### config.mk
export PLATFORM = sky130hd
export DESIGN_NAME = icop_top
export DESIGN_NICKNAME = d
export VERILOG_FILES = /design/src/icop_pkg.sv /design/src/icop_top.sv
export SDC_FILE = /design/constraint.sdc
export NUM_CORES = 2
export LEC_CHECK = 0
export BUFFER_PORTS_ARGS = -buffer_cell sky130_fd_sc_hd__buf_2
export CAP_MARGIN = 20
export CORE_MARGIN = 4
export CORE_UTILIZATION = 50
export CTS_CLUSTER_SIZE = 12
export DETAILED_ROUTE_END_ITERATION = 10
export PLACE_DENSITY = 0.73
export SLEW_MARGIN = 40
export SYNTH_ARGS = -nofsm -noshare
export SYNTH_HDL_FRONTEND = slang
export SYNTH_SLANG_ARGS = --single-unit
### constraint.sdc
create_clock -name clk -period 30.9 [get_ports clk]
set_input_delay 6.18 -clock clk [delete_from_list [all_inputs] [get_ports clk]]
set_output_delay 6.18 -clock clk [all_outputs]
set_load 0.02 [all_outputs]
### src/icop_pkg.sv
package icop_pkg;
  // Output function selector codes
  localparam logic [10:0] SEL_UNIVERSAL = 11'd27;
  localparam logic [10:0] SEL_NEG_OFFSET = 11'd1000;
  localparam logic [10:0] SEL_UNIVERSAL_NEG = 11'd1027;
  // Command word bit positions per terminal
  localparam int BIT_TR_A = 0;
  localparam int BIT_TR_B = 1;
  localparam int BIT_TR_C = 2;
  localparam int BIT_RELAY_A = 4;
  localparam int BIT_ALARM = 8;
  localparam logic [15:0] CMD_RESET = 16'h0000;
  // Analog monitor source codes
  localparam logic [7:0] MON_SRC_HOST = 8'h0a;
  localparam logic [7:0] MON_SRC_CAL = 8'h0e;
  localparam logic [15:0] MON_FULL_SCALE = 16'hffff;
  localparam logic [15:0] GAIN_UNITY = 16'd100;
  // PID mode settings
  localparam logic [1:0] PID_OFF = 2'd0;
  localparam logic [1:0] PID_NORMAL = 2'd1;
  localparam logic [1:0] PID_INVERSE = 2'd2;
  localparam logic [1:0] CL_ENABLE = 2'd1;
  localparam logic signed [15:0] FREQ_ZERO = 16'sh0000;
  typedef enum logic [1:0] {
    ICOP_STOP = 2'b00,
    ICOP_FWD = 2'b01,
    ICOP_REV = 2'b11
  } icop_run_t;
endpackage : icop_pkg

### src/icop_top.sv
`timescale 1ns/1ns
// Operation
// Code 27 drives terminal from command bit
// Code 1027 inverts universal output polarity
// Terminals take states only from host word; code drives them from func_level unless the selector is 27 or 1027
// Bits 0..2 drive transistor outputs a..c
// Bit 4 relay, bit 8 alarm relay
// Monitor source 10 routes host data
// Monitor source 14 forces full scale
// Each monitor scaled by its gain
// Monitor a mode by setting and switch
// Reverse run negates reference frequency
// Stop substitutes zero reference frequency
// Clamp output to high frequency limit
// Overload prevention selects suppression frequency
// Current limit only if level nonzero, enable 1
// DC braking replaces voltage and frequency
// Regeneration redirection holds frequency higher
// PID command only in mode 1 or 2
// PID ignores secondary and auxiliary sources
// Multistep one, two manual only
// Multistep four only for PID command
// Invert PID error on input or mode
// Slow-flow stop forces PID output zero
// Selector plus 1000 inverts terminal logic
// Terminals update one clock after word
// Override priority braking, limit, overload, clamp
module icop_top
  import icop_pkg::*;
(
  // Clock and reset
  input wire logic clk,
  input wire logic rstn,
  // Host command word from the communications link
  input wire logic cmd_wr,
  input wire logic [15:0] cmd_wdata,
  output logic [15:0] host_output_command_word,
  // Output function selectors and internal function signals
  input wire logic [10:0] out_select_transistor_a,
  input wire logic [10:0] out_select_transistor_b,
  input wire logic [10:0] out_select_transistor_c,
  input wire logic [10:0] out_select_relay_a,
  input wire logic [10:0] out_select_alarm_relay,
  input wire logic [4:0] func_level,
  // Output terminals
  output logic transistor_out_a,
  output logic transistor_out_b,
  output logic transistor_out_c,
  output logic relay_out_a,
  output logic alarm_relay_out,
  // Analog monitors
  input wire logic [7:0] monitor_a_source,
  input wire logic [7:0] monitor_b_source,
  input wire logic [15:0] monitor_a_gain,
  input wire logic [15:0] monitor_b_gain,
  input wire logic monitor_a_mode_select,
  input wire logic monitor_a_mode_switch,
  input wire logic [15:0] mon_internal_a,
  input wire logic [15:0] mon_internal_b,
  input wire logic [15:0] mon_host_a,
  input wire logic [15:0] mon_host_b,
  output logic [15:0] analog_monitor_a,
  output logic [15:0] analog_monitor_b,
  output logic monitor_a_current,
  output logic monitor_b_current,
  // Drive command path
  input wire logic run_forward_cmd,
  input wire logic run_reverse_cmd,
  input wire logic signed [15:0] ref_freq,
  input wire logic signed [15:0] accel_freq,
  input wire logic signed [15:0] freq_high_limit,
  input wire logic overload_enable,
  input wire logic signed [15:0] overload_freq,
  input wire logic [15:0] current_limit_level,
  input wire logic [1:0] current_limit_enable,
  input wire logic signed [15:0] current_limit_freq,
  input wire logic dc_brake_active,
  input wire logic signed [15:0] dc_brake_freq,
  input wire logic [15:0] dc_brake_volt,
  input wire logic [15:0] norm_volt,
  input wire logic regen_enable,
  input wire logic signed [15:0] regen_freq,
  output logic signed [15:0] accel_input_freq,
  output logic signed [15:0] out_freq,
  output logic [15:0] out_volt,
  // PID frequency command path
  input wire logic [1:0] pid_mode,
  input wire logic signed [15:0] pid_cmd_src,
  input wire logic signed [15:0] pid_feedback,
  input wire logic multistep_select_four,
  input wire logic signed [15:0] multistep_freq_four,
  input wire logic inverse_action_input,
  input wire logic slow_flow_stop,
  input wire logic [2:0] slow_flow_cond,
  input wire logic signed [15:0] pid_drive_in,
  input wire logic signed [15:0] manual_freq,
  output logic pid_active,
  output logic signed [15:0] pid_error,
  output logic signed [15:0] drive_freq_cmd
);

  // ----------------------------------------------------------
  // Decoding helpers
  // ----------------------------------------------------------
  // Drive level for one terminal: universal, inverted universal,
  // or an internal function with optional negative logic
  function automatic logic term_level(input logic [10:0] sel,
                                      input logic cmd_bit,
                                      input logic func_bit);
    logic lv;
    lv = func_bit;
    if (sel == SEL_UNIVERSAL) begin
      lv = cmd_bit;
    end else if (sel == SEL_UNIVERSAL_NEG) begin
      lv = ~cmd_bit;
    end else if (sel >= SEL_NEG_OFFSET) begin
      lv = ~func_bit;
    end
    return lv;
  endfunction : term_level

  // Monitor value: host data, calibration, or internal, then gain
  function automatic logic [15:0] mon_value(input logic [7:0] src,
                                            input logic [15:0] gain,
                                            input logic [15:0] internal,
                                            input logic [15:0] host);
    logic [15:0] raw;
    logic [31:0] prod;
    raw = internal;
    prod = 32'h0;
    if (src == MON_SRC_CAL) begin
      raw = MON_FULL_SCALE;
    end else if (src == MON_SRC_HOST) begin
      raw = host;
    end
    prod = (32'(raw) * 32'(gain)) / 32'(GAIN_UNITY);
    if (prod > 32'(MON_FULL_SCALE)) begin
      prod = 32'(MON_FULL_SCALE);
    end
    return prod[15:0];
  endfunction : mon_value

  // ----------------------------------------------------------
  // Host command word register
  // ----------------------------------------------------------
  logic [15:0] cmd_r, cmd_nxt;

  // Only the host link may change terminal command bits
  always_comb begin
    cmd_nxt = cmd_r;
    if (cmd_wr) begin
      cmd_nxt = cmd_wdata;
    end
  end

  always_ff @(posedge clk) begin
    if (!rstn) begin
      cmd_r <= CMD_RESET;
    end else begin
      cmd_r <= cmd_nxt;
    end
  end

  assign host_output_command_word = cmd_r;

  // ----------------------------------------------------------
  // Output terminals
  // ----------------------------------------------------------
  logic [4:0] term_r, term_nxt;

  // Unused command bits (3, 5-7, 9-15) reach no terminal
  always_comb begin
    term_nxt[0] = term_level(out_select_transistor_a,
                             cmd_nxt[BIT_TR_A], func_level[0]);
    term_nxt[1] = term_level(out_select_transistor_b,
                             cmd_nxt[BIT_TR_B], func_level[1]);
    term_nxt[2] = term_level(out_select_transistor_c,
                             cmd_nxt[BIT_TR_C], func_level[2]);
    term_nxt[3] = term_level(out_select_relay_a,
                             cmd_nxt[BIT_RELAY_A], func_level[3]);
    term_nxt[4] = term_level(out_select_alarm_relay,
                             cmd_nxt[BIT_ALARM], func_level[4]);
  end

  // Registered so terminals change one clock after the write
  always_ff @(posedge clk) begin
    if (!rstn) begin
      term_r <= '0;
    end else begin
      term_r <= term_nxt;
    end
  end

  assign transistor_out_a = term_r[0];
  assign transistor_out_b = term_r[1];
  assign transistor_out_c = term_r[2];
  assign relay_out_a = term_r[3];
  assign alarm_relay_out = term_r[4];

  // ----------------------------------------------------------
  // Analog monitors and drive command path
  // ----------------------------------------------------------
  logic [15:0] mon_a_r, mon_a_nxt, mon_b_r, mon_b_nxt;
  logic mode_a_r, mode_a_nxt;
  logic signed [15:0] acc_in_r, acc_in_nxt, ofreq_r, ofreq_nxt;
  logic [15:0] ovolt_r, ovolt_nxt;
  logic cl_on;

  always_comb begin
    mon_a_nxt = mon_value(monitor_a_source, monitor_a_gain,
                          mon_internal_a, mon_host_a);
    mon_b_nxt = mon_value(monitor_b_source, monitor_b_gain,
                          mon_internal_b, mon_host_b);
    // Current mode needs both the setting and the switch
    mode_a_nxt = monitor_a_mode_select & monitor_a_mode_switch;
  end

  // Reference conditioning and overrides, lowest priority first
  always_comb begin
    cl_on = (current_limit_level != 16'h0) &&
            (current_limit_enable == CL_ENABLE);
    if (run_reverse_cmd && !run_forward_cmd) begin
      acc_in_nxt = -ref_freq;
    end else if (run_forward_cmd && !run_reverse_cmd) begin
      acc_in_nxt = ref_freq;
    end else begin
      acc_in_nxt = FREQ_ZERO;
    end
    ofreq_nxt = accel_freq;
    if (regen_enable && (regen_freq > ofreq_nxt)) begin
      ofreq_nxt = regen_freq;
    end
    if (ofreq_nxt > freq_high_limit) begin
      ofreq_nxt = freq_high_limit;
    end
    if (overload_enable) begin
      ofreq_nxt = overload_freq;
    end
    if (cl_on) begin
      ofreq_nxt = current_limit_freq;
    end
    ovolt_nxt = norm_volt;
    if (dc_brake_active) begin
      ofreq_nxt = dc_brake_freq;
      ovolt_nxt = dc_brake_volt;
    end
  end

  always_ff @(posedge clk) begin
    if (!rstn) begin
      mon_a_r <= '0;
      mon_b_r <= '0;
      mode_a_r <= 1'b0;
      acc_in_r <= FREQ_ZERO;
      ofreq_r <= FREQ_ZERO;
      ovolt_r <= '0;
    end else begin
      mon_a_r <= mon_a_nxt;
      mon_b_r <= mon_b_nxt;
      mode_a_r <= mode_a_nxt;
      acc_in_r <= acc_in_nxt;
      ofreq_r <= ofreq_nxt;
      ovolt_r <= ovolt_nxt;
    end
  end

  assign analog_monitor_a = mon_a_r;
  assign analog_monitor_b = mon_b_r;
  assign monitor_a_current = mode_a_r;
  assign monitor_b_current = 1'b1; // always current mode
  assign accel_input_freq = acc_in_r;
  assign out_freq = ofreq_r;
  assign out_volt = ovolt_r;

  // ----------------------------------------------------------
  // PID frequency command generator
  // ----------------------------------------------------------
  logic pid_on;
  logic signed [15:0] pcmd, perr_nxt, perr_r, dfc_nxt, dfc_r;

  // Secondary and auxiliary sources have no path here under PID;
  // multistep one and two are already folded into manual_freq
  always_comb begin
    pid_on = (pid_mode == PID_NORMAL) ||
             (pid_mode == PID_INVERSE);
    pcmd = multistep_select_four ? multistep_freq_four
                                 : pid_cmd_src;
    perr_nxt = pcmd - pid_feedback;
    if (inverse_action_input ^ (pid_mode == PID_INVERSE)) begin
      perr_nxt = -perr_nxt;
    end
    dfc_nxt = manual_freq;
    if (pid_on) begin
      dfc_nxt = pid_drive_in;
      if (slow_flow_stop && (slow_flow_cond != 3'b000)) begin
        dfc_nxt = FREQ_ZERO;
      end
    end
  end

  always_ff @(posedge clk) begin
    if (!rstn) begin
      perr_r <= FREQ_ZERO;
      dfc_r <= FREQ_ZERO;
    end else begin
      perr_r <= perr_nxt;
      dfc_r <= dfc_nxt;
    end
  end

  assign pid_active = pid_on;
  assign pid_error = perr_r;
  assign drive_freq_cmd = dfc_r;
endmodule : icop_top

Word level (Yosys, flattened, before mapping)
Cells that the tools add are included.
{ "totals": {"inputBits": 448, "reg_bits": 134, "elab_cells": 100, "out_inout_bits": 136} }
{ "classes": {"mul": 2, "reduce_logical": 10, "eq_ne": 17, "n_lt_le_gt_ge": 9, "n_div": 2, "bitwise_logic": 12, "mux": 34, "add_sub_neg": 3} }
{ "op_table": {"columns": ["cell", "n"], "rows": [
  ["$mux W16", 18],
  ["$div A32 B7 Y32 const B", 2],
  ["$gt A32 B16 Y1 const B", 2],
  ["$mul A16 B16 Y32", 2],
  ["$eq A11 B11 Y1 const B", 5],
  ["$eq A11 B5 Y1 const B", 5],
  ["$ge A11 B10 Y1 const B", 5],
  ["$eq A8 B4 Y1 const B", 4],
  ["$gt A16 B16 Y1", 2],
  ["$neg A16 Y16", 2],
  ["$reduce_bool A16 Y1", 1],
  ["$sub A16 B16 Y16", 1],
  ["$mux W1", 15],
  ["$not A1 Y1", 10],
  ["$mux W9", 1],
  ["$logic_and A1 B1 Y1", 5],
  ["$eq A2 B1 Y1 const B", 2],
  ["$reduce_bool A3 Y1", 1],
  ["$eq A2 B2 Y1 const B", 1],
  ["$logic_not A1 Y1", 2],
  ["$and A1 B1 Y1", 1],
  ["$logic_or A1 B1 Y1", 1],
  ["$xor A1 B1 Y1", 1]
]} }

Longest topological paths before layout
{ "logic_depth": {"word_depth": 8, "mapped_depth": 95, "ltp_nobuf": 81} }

Least setup slack after synthesis
No wires, ideal clock.
{ "synth_path": {"path_kind": "input-to-reg", "start": "input monitor_a_source[5]", "end": "register mon_a_r[0], in the netlist analog_monitor_a[0]", "arrival_time_ps": 26872, "required_time_ps": 30758, "setup_slack_ps": 3886, "n_path_buf": 7, "cell_stages": 84, "path_cell_list": "nor3_1 -> nand4_1 -> clkbuf_1 -> clkbuf_1 -> o21ai_1 -> clkbuf_1 -> nand2_1 -> fa_1 -> inv_1 -> fa_1 -> inv_1 -> fa_1 -> inv_1 -> fa_1 -> fa_1 -> inv_1 -> fa_1 -> inv_1 -> [... 48 more ...] -> o31a_1 -> o221a_2 -> o21ai_1 -> a21oi_2 -> nor2_1 -> a21oi_1 -> o21a_1 -> o21a_1 -> a211o_1 -> a211oi_1 -> nor3_1 -> a22oi_1 -> o21ai_1 -> a311oi_2 -> a31oi_2 -> xnor2_1 -> o32ai_1 -> a31oi_1"} }
{ "synth_via": {"elab_chain_cells": 7, "elab_cells_between_ends": 8, "cone_classes": "mul: 1; div: 1; order compare: 1; eq/ne: 2; mux: 3"} }
{ "synth_lines": {"columns": ["element", "line", "rtl"], "rows": [
  ["from (decl)", "icop_top.sv:52", "input wire logic [7:0] monitor_a_source,"],
  ["$eq A8 B4 Y1", "icop_top.sv:133", "end else if (src == MON_SRC_HOST) begin"],
  ["$mux W16", "icop_top.sv:133", null],
  ["$mux W16 (*)", "icop_top.sv:131", "if (src == MON_SRC_CAL) begin"],
  ["$mul A16 B16 Y32 (*)", "icop_top.sv:136", "prod = (32'(raw) * 32'(gain)) / 32'(GAIN_UNITY);"],
  ["$div A32 B7 Y32 (*)", "icop_top.sv:136", null],
  ["$gt A32 B16 Y1", "icop_top.sv:137", "if (prod > 32'(MON_FULL_SCALE)) begin"],
  ["$mux W16 (*)", "icop_top.sv:137", null],
  ["to (signal assigned)", "icop_top.sv:258", "mon_a_r <= mon_a_nxt;"],
  ["to (decl)", "icop_top.sv:203", "logic [15:0] mon_a_r, mon_a_nxt, mon_b_r, mon_b_nxt;"]
]} }
Every way passes the cells marked *; elsewhere a longest branch is shown, timed or not.
A chain may end at the register's enable or synchronous reset.

Worst setup path after layout
{ "layout_path": {"start": "input monitor_b_source[5]", "end": "register mon_b_r[0], in the netlist analog_monitor_b[0]"} }
{ "layout_via": {"elab_chain_cells": 7, "elab_cells_between_ends": 8, "cone_classes": "mul: 1; div: 1; order compare: 1; eq/ne: 2; mux: 3"} }
{ "layout_lines": {"columns": ["element", "line", "rtl"], "rows": [
  ["from (decl)", "icop_top.sv:53", "input wire logic [7:0] monitor_b_source,"],
  ["$eq A8 B4 Y1", "icop_top.sv:133", null],
  ["$mux W16", "icop_top.sv:133", null],
  ["$mux W16 (*)", "icop_top.sv:131", null],
  ["$mul A16 B16 Y32 (*)", "icop_top.sv:136", null],
  ["$div A32 B7 Y32 (*)", "icop_top.sv:136", null],
  ["$gt A32 B16 Y1", "icop_top.sv:137", null],
  ["$mux W16 (*)", "icop_top.sv:137", null],
  ["to (signal assigned)", "icop_top.sv:259", "mon_b_r <= mon_b_nxt;"],
  ["to (decl)", "icop_top.sv:203", null]
]} }
Marks and branches as above.

==> results.sh <==
export IMPL_tightestPinTransition_ps=829
export IMPL_cts_sinks=134
export IMPL_drv_slew=0
export IMPL_status="finished, final reports clean"
export IMPL_finalClockSkew_ps=6.12
export IMPL_synth_area_leaders="fa_1 (20%), ha_1 (8.4%), dfxtp_1 (7.0%)"
export IMPL_synth_edf_count=0
export IMPL_finalCritPeriodShare_pct=95.1
export IMPL_critPathCaptureType="register"
export IMPL_coreArea_sq_um=76100
export IMPL_start_util_pct=50.5
export IMPL_syn_to_final_growth_pct=12.3
export IMPL_synth_top_family_by_area="adder cells"
export IMPL_critPathMaxStageDelay_ps=630
export IMPL_async_flop_share_pct=0
export IMPL_synth_compound_area_share_pct=25.1
export IMPL_tns_ps=0
export IMPL_cap_violations=0
export IMPL_path_common_cell="fa_1"
export IMPL_drt_first_pass_iters=9
export IMPL_htree_levels=4
export IMPL_finalWeightedCongestion=1.02
export IMPL_hold_buffers=0
export IMPL_hp_start="host_output_command_word[11]"
export IMPL_synthXorXnorAreaFrac_pct=4.80
export IMPL_synth_top_area_cell="fa_1"
export IMPL_gr_total_overflow=0
export IMPL_cts_root_buf="clkbuf_16"
export IMPL_antenna_found_initial=25
export IMPL_synth_warnings=0
export IMPL_maxSlewHeadroom_pct=44.3
export IMPL_yosys_area_top_type_share_pct=20.3
export IMPL_fp_row_count=101
export IMPL_dieHeight_microns=285
export IMPL_io_buffers=582
export IMPL_syn_num_nets=6016
export IMPL_synth_seq_cells=134
export IMPL_synth_area_mux_share_pct=4.29
export IMPL_crit_type="in -> reg"
export IMPL_cp_required_ps=31190
export IMPL_synth_cells=4921
export IMPL_track_usage_pct=30.3
export IMPL_fp_dieArea_sq_um=81400
export IMPL_r2r_start="host_output_command_word[8]"
export IMPL_grt_pass1_vias=36800
export IMPL_grt_pass1_wl_microns=203000
export IMPL_wl_per_cell_microns=19.9
export IMPL_cts_tree="done"
export IMPL_min_path_type="reg -> reg"
export IMPL_synthFlopType="dfxtp_1"
export IMPL_hold_viol=0
export IMPL_finalSetupViolations=0
export IMPL_numCtsBuffers=17
export IMPL_drive_gt1_share_pct=18.5
export IMPL_fin_crit_ps=29390
export IMPL_routed_wl_microns=129000
export IMPL_synthSimpleGateAreaFrac_pct=21.9
export IMPL_synth_area_sq_um=38400
export IMPL_synth_cell_type_count=149
export IMPL_cpMaxStageDelayCell="o41ai_2"
export IMPL_pin_count=584
export IMPL_drt_iter0_markers=3075
export IMPL_hpwlAfterDp_microns=106000
export IMPL_grt_max_degree=56
export IMPL_ant_nets=0
export IMPL_finish_utilization_pct=56.7
export IMPL_cts_path_max_buffers=2
export IMPL_syn_avg_cell_area_sq_um=7.81
export IMPL_yosysSeqAreaShare_pct=6.98
export IMPL_fmax_mhz=34.0
export IMPL_crit_fanout=16
export IMPL_vias=38700
export IMPL_cp_start_kind="input port"
export IMPL_crit_start="monitor_b_source[5]"
export IMPL_synth_adder_area_share_pct=28.9
export IMPL_clock_latency_ps=440
export IMPL_clkTransAtPathRegs_ps=60
export IMPL_die_w_microns=285
export IMPL_via_per_inst=6.00
export IMPL_drc=0
export IMPL_arrival_ps=29680
export IMPL_fin_nets=6485
-- cells in the mapped netlist, types with 29 or more instances --
master and instances:
a31oi_1 56, o21ai_0 226, nor4_1 36, ha_1 258, nand2b_1 39, or3_1 36
nand4_1 34, xor2_1 63, o21a_1 44, o211ai_1 55, buf_2 29, mux2_2 56
fa_1 389, o31ai_1 37, a21oi_1 269, o21ai_1 47, dfxtp_1 134, mux2i_1 90
and2_1 233, a21o_1 63, a211oi_1 48, nor2b_1 96, xnor2_1 126, nor2_1 379
buf_4 40, nor3_1 88, nand2_1 528, clkbuf_1 131, a22oi_1 31, inv_1 514
nand3_1 100, and3_1 38
-- worst max-delay path: cells and delay by family --
kind / cells / cell delay (ps)
AO/OA/AOI/OAI: 43 / 12810
XOR/XNOR: 2 / 430
adder cells (fa/ha/maj): 7 / 3680
buffers and inverters: 8 / 1110
multiplexers: 1 / 390
AND/OR/NAND/NOR: 21 / 5050
-- routing by layer --
metal  wire [microns]  up-vias  share of wire (%)  global-route usage, %
li1                 -    18200                  -                      -
met1            54900    18900                 43                   41.1
met2            60400     1449                 47                   49.6
met3             8720      200                6.8                   4.36
met4             4690        6                3.6                   10.5
met5               46        -              0.036                      0
-- cell families (layout without fill, tap and decap cells) --
logic type / Yosys count / after routing
muxes: 155 / 155
xor gates and xnor gates: 200 / 200
AOI/OAI and AO/OA: 1327 / 1327
other: 1 / 23
adders and majority gates: 655 / 655
and+or+nand+nor: 1711 / 1711
buffers and inverters: 738 / 1220
DFF: 134 / 134
-- state kept, by name (all words and copies together) (netlist names) --
register and flops:
out_volt 16, analog_monitor_b 16, pid_error 16, monitor_a_current 1
out_freq 16, accel_input_freq 16, analog_monitor_a 16, term_r 5
drive_freq_cmd 16, host_output_command_word 16
-- cells in the final DEF (no fill, tap or decap), types with 58 or more instances in the layout --
cell type / synthesis / final
nand3_1: 100 / 100
fa_1: 389 / 389
ha_1: 258 / 258
xnor2_1: 126 / 114
nor2_1: 379 / 375
o21ai_0: 226 / 217
nand2_1: 528 / 528
inv_1: 514 / 514
dfxtp_1: 134 / 134
nor3_1: 88 / 86
mux2i_1: 90 / 86
buf_4: 40 / 90
nor2b_1: 96 / 96
buf_2: 29 / 582
and2_1: 233 / 233
a21oi_1: 269 / 267
xor2_1: 63 / 58
a21o_1: 63 / 63
-- final cells by class --
cell class | count | area, sq um
sequential | 134 | 2680
timing repair buffer | 673 | 3600
antenna | 22 | 55.1
multi-input combinational | 4049 | 33000
inverter | 515 | 1940
clock inverter | 14 | 164
fill | 7193 | 32900
clock buffer | 18 | 429
tap | 1030 | 1290
-- through the flow --
step / instances / area [sq um] / setup slack (ps) / hold slack (ps)
final: 6455 / 43100 / 1510 / 490
after global routing: 6448 / 43100 / -25.9 / 517
after CTS: 6423 / 42800 / 121 / 495
after detailed placement: 6391 / 42200 / -167 / 481
after global placement: 6389 / 42100 / -380 / 466
after floorplan: 4921 / 38400 / 3890 / 583
-- what timing repair did --
item	4_1_cts	5_1_grt
gates resized for setup	0	33
setup buffers	0	10
setup endpoints to repair	0	6
-- path summary, 6_finish.rpt --
kind | cells after the start | endpoint | slack, ps
setup reg to reg | 4 | term_r[4] | 29550
hold reg to reg | 2 | host_output_command_word[11] | 490
hold / removal | 2 | host_output_command_word[11] | 490
setup / recovery | 82 | analog_monitor_b[0] | 1510
Power is not shown: default switching activity piles up to over one toggle a cycle in this logic, so the estimate is an artifact.
